### config.mk
export PLATFORM = sky130hd
export DESIGN_NAME = rxpi_top
export DESIGN_NICKNAME = d
export VERILOG_FILES = /design/src/logic/rxpi_pkg.sv /design/src/logic/rxpi_top.sv /design/src/logic/rxpi_port.sv
export SDC_FILE = /design/constraint.sdc
export NUM_CORES = 1
export LEC_CHECK = 0
export BUFFER_PORTS_ARGS = -buffer_cell sky130_fd_sc_hd__buf_4
export CAP_MARGIN = 40
export CORE_MARGIN = 4
export CORE_UTILIZATION = 40
export DETAILED_ROUTE_END_ITERATION = 10
export MAX_ROUTING_LAYER = met4
export SLEW_MARGIN = 20
export SYNTH_ARGS = -nofsm -noshare
export SYNTH_HDL_FRONTEND = slang
export SYNTH_SLANG_ARGS = --single-unit
export TNS_END_PERCENT = 10
### constraint.sdc
create_clock -name mclk_i -period 2.6 [get_ports mclk_i]
set_input_delay 0.26 -clock mclk_i [delete_from_list [all_inputs] [get_ports mclk_i]]
set_output_delay 0.26 -clock mclk_i [all_outputs]
set_load 0.01 [all_outputs]
### src/logic/rxpi_pkg.sv
// rxpi_pkg: offsets, field positions and reset values of the per-port
// event status block. assumes an 8-bit register space shared with the hub.
package rxpi_pkg;
	localparam int          NPORT           = 4;
	localparam int          NGPIO           = 4;
	localparam int          PSEL_W          = 2;
	// register offsets
	localparam logic [7:0]  ADDR_PORT_SEL   = 8'h4c;
	localparam logic [7:0]  ADDR_EVENT_EN   = 8'hd9;
	localparam logic [7:0]  ADDR_EVENT_STS  = 8'hdb;
	localparam logic [7:0]  ADDR_GPIO_STS   = 8'hdc;
	localparam logic [7:0]  ADDR_GPIO_EDGE  = 8'hdd;
	// event field positions
	localparam int          BIT_LINE_LEN    = 6;
	localparam int          BIT_LINE_CNT    = 5;
	localparam int          BIT_OVERFLOW    = 4;
	localparam int          BIT_PARITY      = 2;
	localparam int          BIT_PORT_VALID  = 1;
	localparam int          BIT_LOCK        = 0;
	localparam int          BIT_GPIO_EVT_LO = 4;
	localparam logic [7:0]  MASK_EVENTS     = 8'h77;
	localparam logic [7:0]  MASK_STS_ONE    = 8'h07;
	localparam logic [7:0]  MASK_STS_TWO    = 8'h70;
	localparam logic [7:0]  MASK_PORT_SEL   = 8'h03;
	// reset values
	localparam logic [7:0]  RST_EVENT_EN    = 8'h00;
	localparam logic [7:0]  RST_EVENT_STS   = 8'h00;
	localparam logic [7:0]  RST_GPIO_EDGE   = 8'h00;
	localparam logic [3:0]  RST_GPIO_EVT    = 4'h0;
	localparam logic [7:0]  RST_PORT_SEL    = 8'h00;
endpackage : rxpi_pkg

### src/logic/rxpi_top.sv
// rxpi_top: per receive port event status and forward gpio status registers,
// reached through the hub's i2c register access port with a port select.
// assumes the i2c slave gives one-cycle read and write strobes on mclk_i.
`timescale 1ns/10ps
module rxpi_top
	import rxpi_pkg::*;
(
	// clock and reset
	input  wire logic                       mclk_i,
	input  wire logic                       reset_i,
	// register access
	input  wire logic [7:0]                 reg_addr_i,
	input  wire logic                       reg_wr_i,
	input  wire logic                       reg_rd_i,
	input  wire logic [7:0]                 reg_wdata_i,
	output logic      [7:0]                 reg_rdata_o,
	output logic                            reg_rvalid_o,
	// reads of the link status registers held elsewhere
	input  wire logic                       rx_status_one_read_i,
	input  wire logic                       rx_status_two_read_i,
	// link events per port
	input  wire logic [NPORT-1:0]           line_length_event_i,
	input  wire logic [NPORT-1:0]           line_count_event_i,
	input  wire logic [NPORT-1:0]           rx_overflow_event_i,
	input  wire logic [NPORT-1:0]           link_parity_event_i,
	input  wire logic [NPORT-1:0]           port_valid_i,
	input  wire logic [NPORT-1:0]           lock_i,
	input  wire logic [NPORT-1:0][NGPIO-1:0] fwd_gpio_i,
	// interrupt requests per port
	output logic      [NPORT-1:0]           port_irq_o
);
	logic [7:0]        psel_q,   psel_d;
	logic [7:0]        rdata_q,  rdata_d;
	logic              rvalid_q, rvalid_d;
	logic [PSEL_W-1:0] port;
	logic [7:0]        ev_sts  [NPORT];
	logic [7:0]        ev_en   [NPORT];
	logic [7:0]        gp_edge [NPORT];
	logic [3:0]        gp_evt  [NPORT];

	function automatic logic hit(input logic [7:0] addr, input logic [7:0] target);
		return addr == target;
	endfunction : hit

	assign port = psel_q[PSEL_W-1:0];

	for (genvar p = 0; p < NPORT; p++) begin : g_port
		logic mine;
		assign mine = (port == PSEL_W'(p));
		rxpi_port u_port (
			.mclk_i              (mclk_i),
			.reset_i             (reset_i),
			.line_length_event_i (line_length_event_i[p]),
			.line_count_event_i  (line_count_event_i[p]),
			.rx_overflow_event_i (rx_overflow_event_i[p]),
			.link_parity_event_i (link_parity_event_i[p]),
			.port_valid_i        (port_valid_i[p]),
			.lock_i              (lock_i[p]),
			.fwd_gpio_i          (fwd_gpio_i[p]),
			.sts_one_read_i      (mine & rx_status_one_read_i),
			.sts_two_read_i      (mine & rx_status_two_read_i),
			.gpio_sts_read_i     (mine & reg_rd_i & hit(reg_addr_i, ADDR_GPIO_STS)),
			.event_en_wr_i       (mine & reg_wr_i & hit(reg_addr_i, ADDR_EVENT_EN)),
			.gpio_edge_wr_i      (mine & reg_wr_i & hit(reg_addr_i, ADDR_GPIO_EDGE)),
			.wdata_i             (reg_wdata_i),
			.event_sts_o         (ev_sts[p]),
			.event_en_o          (ev_en[p]),
			.gpio_edge_o         (gp_edge[p]),
			.gpio_evt_o          (gp_evt[p]),
			.irq_o               (port_irq_o[p])
		);
	end

	always_comb begin
		psel_d   = psel_q;
		rdata_d  = rdata_q;
		rvalid_d = reg_rd_i;
		if (reg_wr_i && hit(reg_addr_i, ADDR_PORT_SEL)) begin
			psel_d = reg_wdata_i & MASK_PORT_SEL;
		end
		if (reg_rd_i) begin
			// edge enable is write-only, so it reads zero like an unmapped address
			unique case (reg_addr_i)
				ADDR_PORT_SEL:  rdata_d = psel_q;
				ADDR_EVENT_EN:  rdata_d = ev_en[port];
				ADDR_EVENT_STS: rdata_d = ev_sts[port];
				ADDR_GPIO_STS:  rdata_d = {gp_evt[port], fwd_gpio_i[port]};
				default:        rdata_d = 8'h00;
			endcase
		end
	end

	always_ff @(posedge mclk_i) begin
		if (reset_i) begin
			psel_q   <= RST_PORT_SEL;
			rdata_q  <= 8'h00;
			rvalid_q <= 1'b0;
		end else begin
			psel_q   <= psel_d;
			rdata_q  <= rdata_d;
			rvalid_q <= rvalid_d;
		end
	end

	assign reg_rdata_o  = rdata_q;
	assign reg_rvalid_o = rvalid_q;
endmodule : rxpi_top

### src/logic/rxpi_port.sv
// rxpi_port: one receive port's event status, event enables and gpio edge logic.
// assumes events and gpio levels are synchronous to mclk_i.
`timescale 1ns/10ps
module rxpi_port
	import rxpi_pkg::*;
(
	// clock and reset
	input  wire logic             mclk_i,
	input  wire logic             reset_i,
	// link events and levels
	input  wire logic             line_length_event_i,
	input  wire logic             line_count_event_i,
	input  wire logic             rx_overflow_event_i,
	input  wire logic             link_parity_event_i,
	input  wire logic             port_valid_i,
	input  wire logic             lock_i,
	input  wire logic [NGPIO-1:0] fwd_gpio_i,
	// register side, already qualified by port select
	input  wire logic             sts_one_read_i,
	input  wire logic             sts_two_read_i,
	input  wire logic             gpio_sts_read_i,
	input  wire logic             event_en_wr_i,
	input  wire logic             gpio_edge_wr_i,
	input  wire logic [7:0]       wdata_i,
	// state
	output logic      [7:0]       event_sts_o,
	output logic      [7:0]       event_en_o,
	output logic      [7:0]       gpio_edge_o,
	output logic      [3:0]       gpio_evt_o,
	output logic                  irq_o
);
	logic [7:0]       ev_q,     ev_d;
	logic [7:0]       en_q,     en_d;
	logic [7:0]       edge_q,   edge_d;
	logic [3:0]       gev_q,    gev_d;
	logic [NGPIO-1:0] gprev_q,  gprev_d;
	logic             vprev_q,  vprev_d;
	logic             lprev_q,  lprev_d;
	logic             armed_q,  armed_d;
	logic [7:0]       ev_set;
	logic [7:0]       ev_clr;

	// edge hits of the gpio levels against their enables
	function automatic logic [3:0] edge_hits(input logic [3:0] prev, input logic [3:0] cur,
	                                         input logic [7:0] en);
		logic [3:0] h;
		h = 4'h0;
		for (int i = 0; i < NGPIO; i++) begin
			h[i] = (en[2*i] & ~prev[i] & cur[i]) | (en[2*i+1] & prev[i] & ~cur[i]);
		end
		return h;
	endfunction : edge_hits

	always_comb begin
		ev_set                 = 8'h00;
		ev_set[BIT_LINE_LEN]   = line_length_event_i;
		ev_set[BIT_LINE_CNT]   = line_count_event_i;
		ev_set[BIT_OVERFLOW]   = rx_overflow_event_i;
		ev_set[BIT_PARITY]     = link_parity_event_i;
		// first cycle after reset has no valid history, so no change is claimed
		ev_set[BIT_PORT_VALID] = armed_q & (port_valid_i ^ vprev_q);
		ev_set[BIT_LOCK]       = armed_q & (lock_i ^ lprev_q);
		ev_clr = ({8{sts_one_read_i}} & MASK_STS_ONE) | ({8{sts_two_read_i}} & MASK_STS_TWO);
		// set wins over the clearing read
		ev_d   = ((ev_q & ~ev_clr) | ev_set) & MASK_EVENTS;
		en_d   = event_en_wr_i ? (wdata_i & MASK_EVENTS) : en_q;
		edge_d = gpio_edge_wr_i ? wdata_i : edge_q;
		gev_d  = (gev_q & ~{4{gpio_sts_read_i}}) |
		         (armed_q ? edge_hits(gprev_q, fwd_gpio_i, edge_q) : 4'h0);
		gprev_d = fwd_gpio_i;
		vprev_d = port_valid_i;
		lprev_d = lock_i;
		armed_d = 1'b1;
	end

	always_ff @(posedge mclk_i) begin
		if (reset_i) begin
			ev_q    <= RST_EVENT_STS;
			en_q    <= RST_EVENT_EN;
			edge_q  <= RST_GPIO_EDGE;
			gev_q   <= RST_GPIO_EVT;
			gprev_q <= '0;
			vprev_q <= 1'b0;
			lprev_q <= 1'b0;
			armed_q <= 1'b0;
		end else begin
			ev_q    <= ev_d;
			en_q    <= en_d;
			edge_q  <= edge_d;
			gev_q   <= gev_d;
			gprev_q <= gprev_d;
			vprev_q <= vprev_d;
			lprev_q <= lprev_d;
			armed_q <= armed_d;
		end
	end

	assign event_sts_o = ev_q;
	assign event_en_o  = en_q;
	assign gpio_edge_o = edge_q;
	assign gpio_evt_o  = gev_q;
	assign irq_o       = |(ev_q & en_q);
endmodule : rxpi_port

After elaboration in Yosys (flattened, before gate mapping). Index checks and enable logic that the tools add are counted.

Flip-flop bits (word level): 132. Logic and storage cells: 254.

Magnitude comparators: 2. Equality and inequality tests: 8. Mux-type cells: 17. Bitwise logic cells: 189. Reduce and logical (&&, ||, !) cells: 6.

Operators by type and width (count): $and A1 B1 Y1 (100); $and A7 B7 Y7 (8); $bmux W8 S2 (2); $eq A8 B8 Y1 const B (4); $mux W8 (4); $not A1 Y1 (32); $pmux W8 S4 (1); $reduce_or A8 Y1 (4); $mux W4 (7); $not A7 Y7 (4); $or A3 B7 Y7 (4); $or A7 B7 Y7 (4); $and A4 B4 Y4 (4); $bmux W4 S2 (2); $not A4 Y4 (4); $or A1 B1 Y1 (16); $or A4 B4 Y4 (4); $eq A8 B7 Y1 const B (1); $xor A1 B1 Y1 (8); $eq A2 B2 Y1 const B (2); $ge A3 B3 Y1 const B (1); $lt A2 B3 Y1 const B (1); $not A2 Y3 (1); $eq A2 B1 Y1 const B (1); 3 further kinds (3).

Depth between registers and ports, before layout.
Word-level depth: 6. Gate-level depth with buffers: 7. Mapped depth without buffers: 4.

Hierarchy. A second synthesis with hierarchy kept.

Cell total of the unflattened synthesis: 598. Area total of the unflattened synthesis: 5965.7 µm².

By module, submodules not included: rxpi_port (times used 4, cells each 117, area an instance 1157.4 µm², sequential area each 620.6 µm²); rxpi_top (times used 1, cells each 130, area an instance 1336.3 µm², sequential area each 220.2 µm²).

Worst setup path after synthesis. No wires, ideal clock.

Path kind: reg-to-reg. From: reg psel_q[0]. To: reg g_port[2].u_port.edge_q[0]. Arrival: 1.631 ns. Data required time: 2.472 ns. Setup slack: 0.841 ns. Stages on the path, launching flop included: 7. Buffers on the path: 2. Path through: dfxtp_1 -> buf_2 -> and4bb_2 -> or4b_2 -> buf_6 -> mux2i_1 -> nor2_1.

Cells in the longest elaborated chain, start to end: 3.

Ends and longest elaborated chain: start, declared (RTL line rxpi_top.sv:32) `logic [7:0] psel_q, psel_d;`; start signal, assigned (RTL line rxpi_top.sv:99) `psel_q <= psel_d;`; $eq A2 B2 Y1 (RTL line rxpi_top.sv:49) `assign mine = (port == PSEL_W'(p));`; $and A1 B1 Y1 (2 in series) (RTL line rxpi_top.sv:64) `.gpio_edge_wr_i (mine & reg_wr_i & hit(reg_addr_i, ADDR_GPIO_EDGE)),`; end signal, assigned (RTL line rxpi_port.sv:89) `edge_q <= edge_d;`; end, declared (RTL line rxpi_port.sv:34) `logic [7:0] edge_q, edge_d;`.

Every way passes these cells. A chain may end at the register's enable or synchronous reset.

Final worst setup path.
From: reg psel_q[0]. To: reg g_port[2].u_port.edge_q[7].

The elaborated chain is that of the path after synthesis.

==> results.yml <==
route:
  first_pass_iters: 5
  drt_first_iter_violations: 409
  top_layer: "met4"
  drt-met1-wl_mm: 7.21
  wl_met2_mm: 6.93
  ant_nets: 0
  wl_met3_um: 824
  viasPerCell: 5.40
  vias: 4383
  avgRoutedWirePerCell_um: 18.8
  drc_errors: 0
  drt-total-wl_mm: 15.2
yosys:
  ys_types: 37
  synth.top_cells.by_count: "132 x dfxtp_1, 88 x nor2_1, 62 x mux2i_1"
  synth_cells: 554
  yosys.cell_count.top_type: "dfxtp_1"
  yosysTopAreaCell: "dfxtp_1"
  seq_area_frac_synth_pct: 46.8
  ys_seq_elements: 132
  synthArstFlopShare_pct: 0
  synth_area_leaders: "dfxtp_1 47%, mux2i_1 11%, mux4_2 7.2%"
  synth_top_area_share_pct: 46.8
  synth_edf_count: 0
  synth_nets: 616
  syn_area_um2: 5640
  avgSynthCellArea_um2: 10.2
  ys.flop_type: "dfxtp_1"
  ys_warn_count: 0
sta:
  fin_worst_skew_ns: 0.00731
  rsz0062_at_grt: "no"
  drv_slew: 0
  setup_tns_ns: 0
  relSlewSlack_pct: 52.4
  worstMarginPinSlew_ns: 0.711
  finalHoldViolations: 0
  fmax_mhz: 474
  setup_viol: 0
  min_period_ns: 2.11
  min_period_over_period_pct: 81.1
worst_hold_path:
  hold_path.class: "in2reg"
grt:
  antenna_found_initial: 0
  grt_first_pass_wirelength_mm: 24.3
  grt_max_degree: 62
  overflow: 0
  grt_usage_pct: 20.0
  grt_pass1_vias: 4428
clocking:
  cts-resized-gates: 0
  clk_pin_slew_worst_paths_ns: 0.06
  root_buffer: "clkbuf_16"
  cts.sinks: 132
  cts-hold-fix-buffers: 0
  post-cts-setup-buffers: 0
  cts_buffer_depth: 2
  insertion_delay_ns: 0.41
  h-tree-depth: 4
  numCtsBuffers: 17
  cts_tree: "built"
worst_setup_path:
  r2r_end: "g_port[2].u_port.gpio_edge_o[7]"
  endpoint: "g_port[2].u_port.gpio_edge_o[7]"
  reg2reg_depth: 5
  path_class: "reg2reg"
  start_kind: "register"
  crit_arrival_ns: 2.39
  crit_fanout: 25
  ff2ff_setup_slack_ns: 0.49
  end_kind: "register"
  cp.required_ns: 2.88
  crit_start: "psel_q[0]"
  r2r_start: "psel_q[0]"
power:
  combPwrFrac_pct: 6.1
  p_sw_w: 0.00105
  swShare_pct: 22.1
  power_frac_seq_pct: 44.5
  internal_power_w: 0.00372
  p_leak_nw: 2.72
  power_density_nw_per_um2: 689
  pwr-share-clk_pct: 49.4
  ir_drop_mv: 0.432
  p_total_w: 0.00477
floorplan:
  dieArea_um2: 16100
  initial_core_util_pct: 40.8
  rows: 43
  ios: 75
  design.core.area_um2: 13800
  die-width_um: 127
  die_height_um: 127
place:
  place_inst: 779
  gp_congestion: 0.818
  io_buffers: 74
  dp_hpwl_mm: 11.0
cells_and_area:
  stdcell_count: 811
  fin_nets: 680
  synthToLayoutAreaGrowth_pct: 22.7
  drive_gt1_share_pct: 24.1
  antenna_cells: 0
status:
  outcome: "completed"
run:
  maxCapViolCount: 0
[through the flow]
stage / utilization (%) / setup WS, ns / cell area, um2 / hold WS [ns]
2_1_floorplan: - / 0.841 / 5640 / 0.377
3_3_place_gp: 45.7 / 0.411 / 6310 / 0.453
3_5_place_dp: 45.8 / 0.484 / 6330 / 0.458
4_1_cts: 50.1 / 0.476 / 6920 / 0.0443
5_1_grt: 50.1 / 0.375 / 6920 / 0.0468
6_report: 50.1 / 0.491 / 6920 / 0.0505
[cells in the final DEF (no fill, tap or decap), types with 2 or more instances in the layout]
| cell | instances |
|---|---|
| clkbuf_16 | 17 |
| buf_4 | 84 |
| mux4_2 | 18 |
| a22oi_1 | 20 |
| or4b_1 | 2 |
| a31oi_1 | 7 |
| nand3b_1 | 18 |
| inv_1 | 3 |
| bufinv_16 | 2 |
| nand2_1 | 34 |
| clkinv_2 | 5 |
| nor2_1 | 88 |
| xor2_1 | 8 |
| or3b_4 | 2 |
| o21ai_0 | 21 |
| nand2b_1 | 3 |
| mux2i_1 | 62 |
| nor3_1 | 3 |
| a21oi_1 | 18 |
| nand3_1 | 9 |
| clkbuf_8 | 4 |
| a22o_1 | 16 |
| mux2_2 | 6 |
| dfxtp_1 | 131 |
| a311oi_1 | 2 |
| nor2b_1 | 28 |
| clkbuf_1 | 2 |
| nor4_4 | 4 |
[state kept, by name, indices dropped and copies added, names as in the netlist]
signal and cells:
g_port.u_port.armed_q 1, g_port.u_port.event_en_o 24, g_port.u_port.event_sts_o 24, g_port.u_port.gpio_edge_o 32
g_port.u_port.gpio_evt_o 16, g_port.u_port.gprev_q 16, g_port.u_port.lprev_q 4, g_port.u_port.vprev_q 4
psel_q 2, reg_rdata_o 8, reg_rvalid_o 1
[cells by family (layout without fill, tap and decap cells)]
| group | Yosys count | count (layout) | synth area share, % |
|---|---|---|---|
| XOR/XNOR | 8 | 8 | 1.24 |
| multiplexers | 86 | 86 | 19.4 |
| AND/OR/NAND/NOR | 198 | 198 | 18.8 |
| flip-flops | 132 | 132 | 46.8 |
| AO/OA/AOI/OAI | 87 | 87 | 10.1 |
| buffers and inverters | 43 | 120 | 3.57 |
[how the worst min path moves through the flow]
stage                                   startpoint                         endpoint  cells after the start
detailed placement  g_port[0].u_port.gpio_evt_o[3]   g_port[0].u_port.gpio_evt_o[3]                      1
CTS                          line_count_event_i[0]  g_port[0].u_port.event_sts_o[5]                      3
global route                rx_overflow_event_i[2]  g_port[2].u_port.event_sts_o[4]                      3
finish                      line_length_event_i[2]  g_port[2].u_port.event_sts_o[6]                      3
global placement    g_port[1].u_port.gpio_evt_o[3]   g_port[1].u_port.gpio_evt_o[3]                      1
floorplan                   link_parity_event_i[0]  g_port[0].u_port.event_sts_o[2]                      2
[worst max-delay path: stages (launching register included)]
cell and delay (ns):
dfxtp_2 0.41, buf_12 0.21, and4bb_2 0.30, or4b_2 0.77, mux2i_1 0.22, nor2_1 0.05
[per-layer routing]
layer | track usage (%) | up-vias
met2 | 30.3 | 142
met1 | 26.6 | 2127
met3 | 4.59 | 21
li1 | - | 2093
met5 | - | -
met4 | 6.56 | 0
[layout make-up]
type                            instances  area [um2]
Sequential cell                       132        2640
Tap cell                              180         225
Clock inverter                          9         101
Fill cell                            1271        6900
Clock buffer                           23         488
Inverter                                3        11.3
Multi-Input combinational cell        379        2800
Timing Repair Buffer                   85         651
[power groups by stage]
stage          clock network [W]  logic (W)  registers, W
2_1_floorplan                  0   0.000144       0.00215
3_3_place_gp                   0   0.000286       0.00216
3_5_place_dp                   0   0.000291       0.00216
4_1_cts                  0.00239   0.000292       0.00212
5_1_grt                  0.00248   0.000319       0.00213
6_report                 0.00236   0.000291       0.00212
No activity file was read; power rests on OpenSTA's default activity.
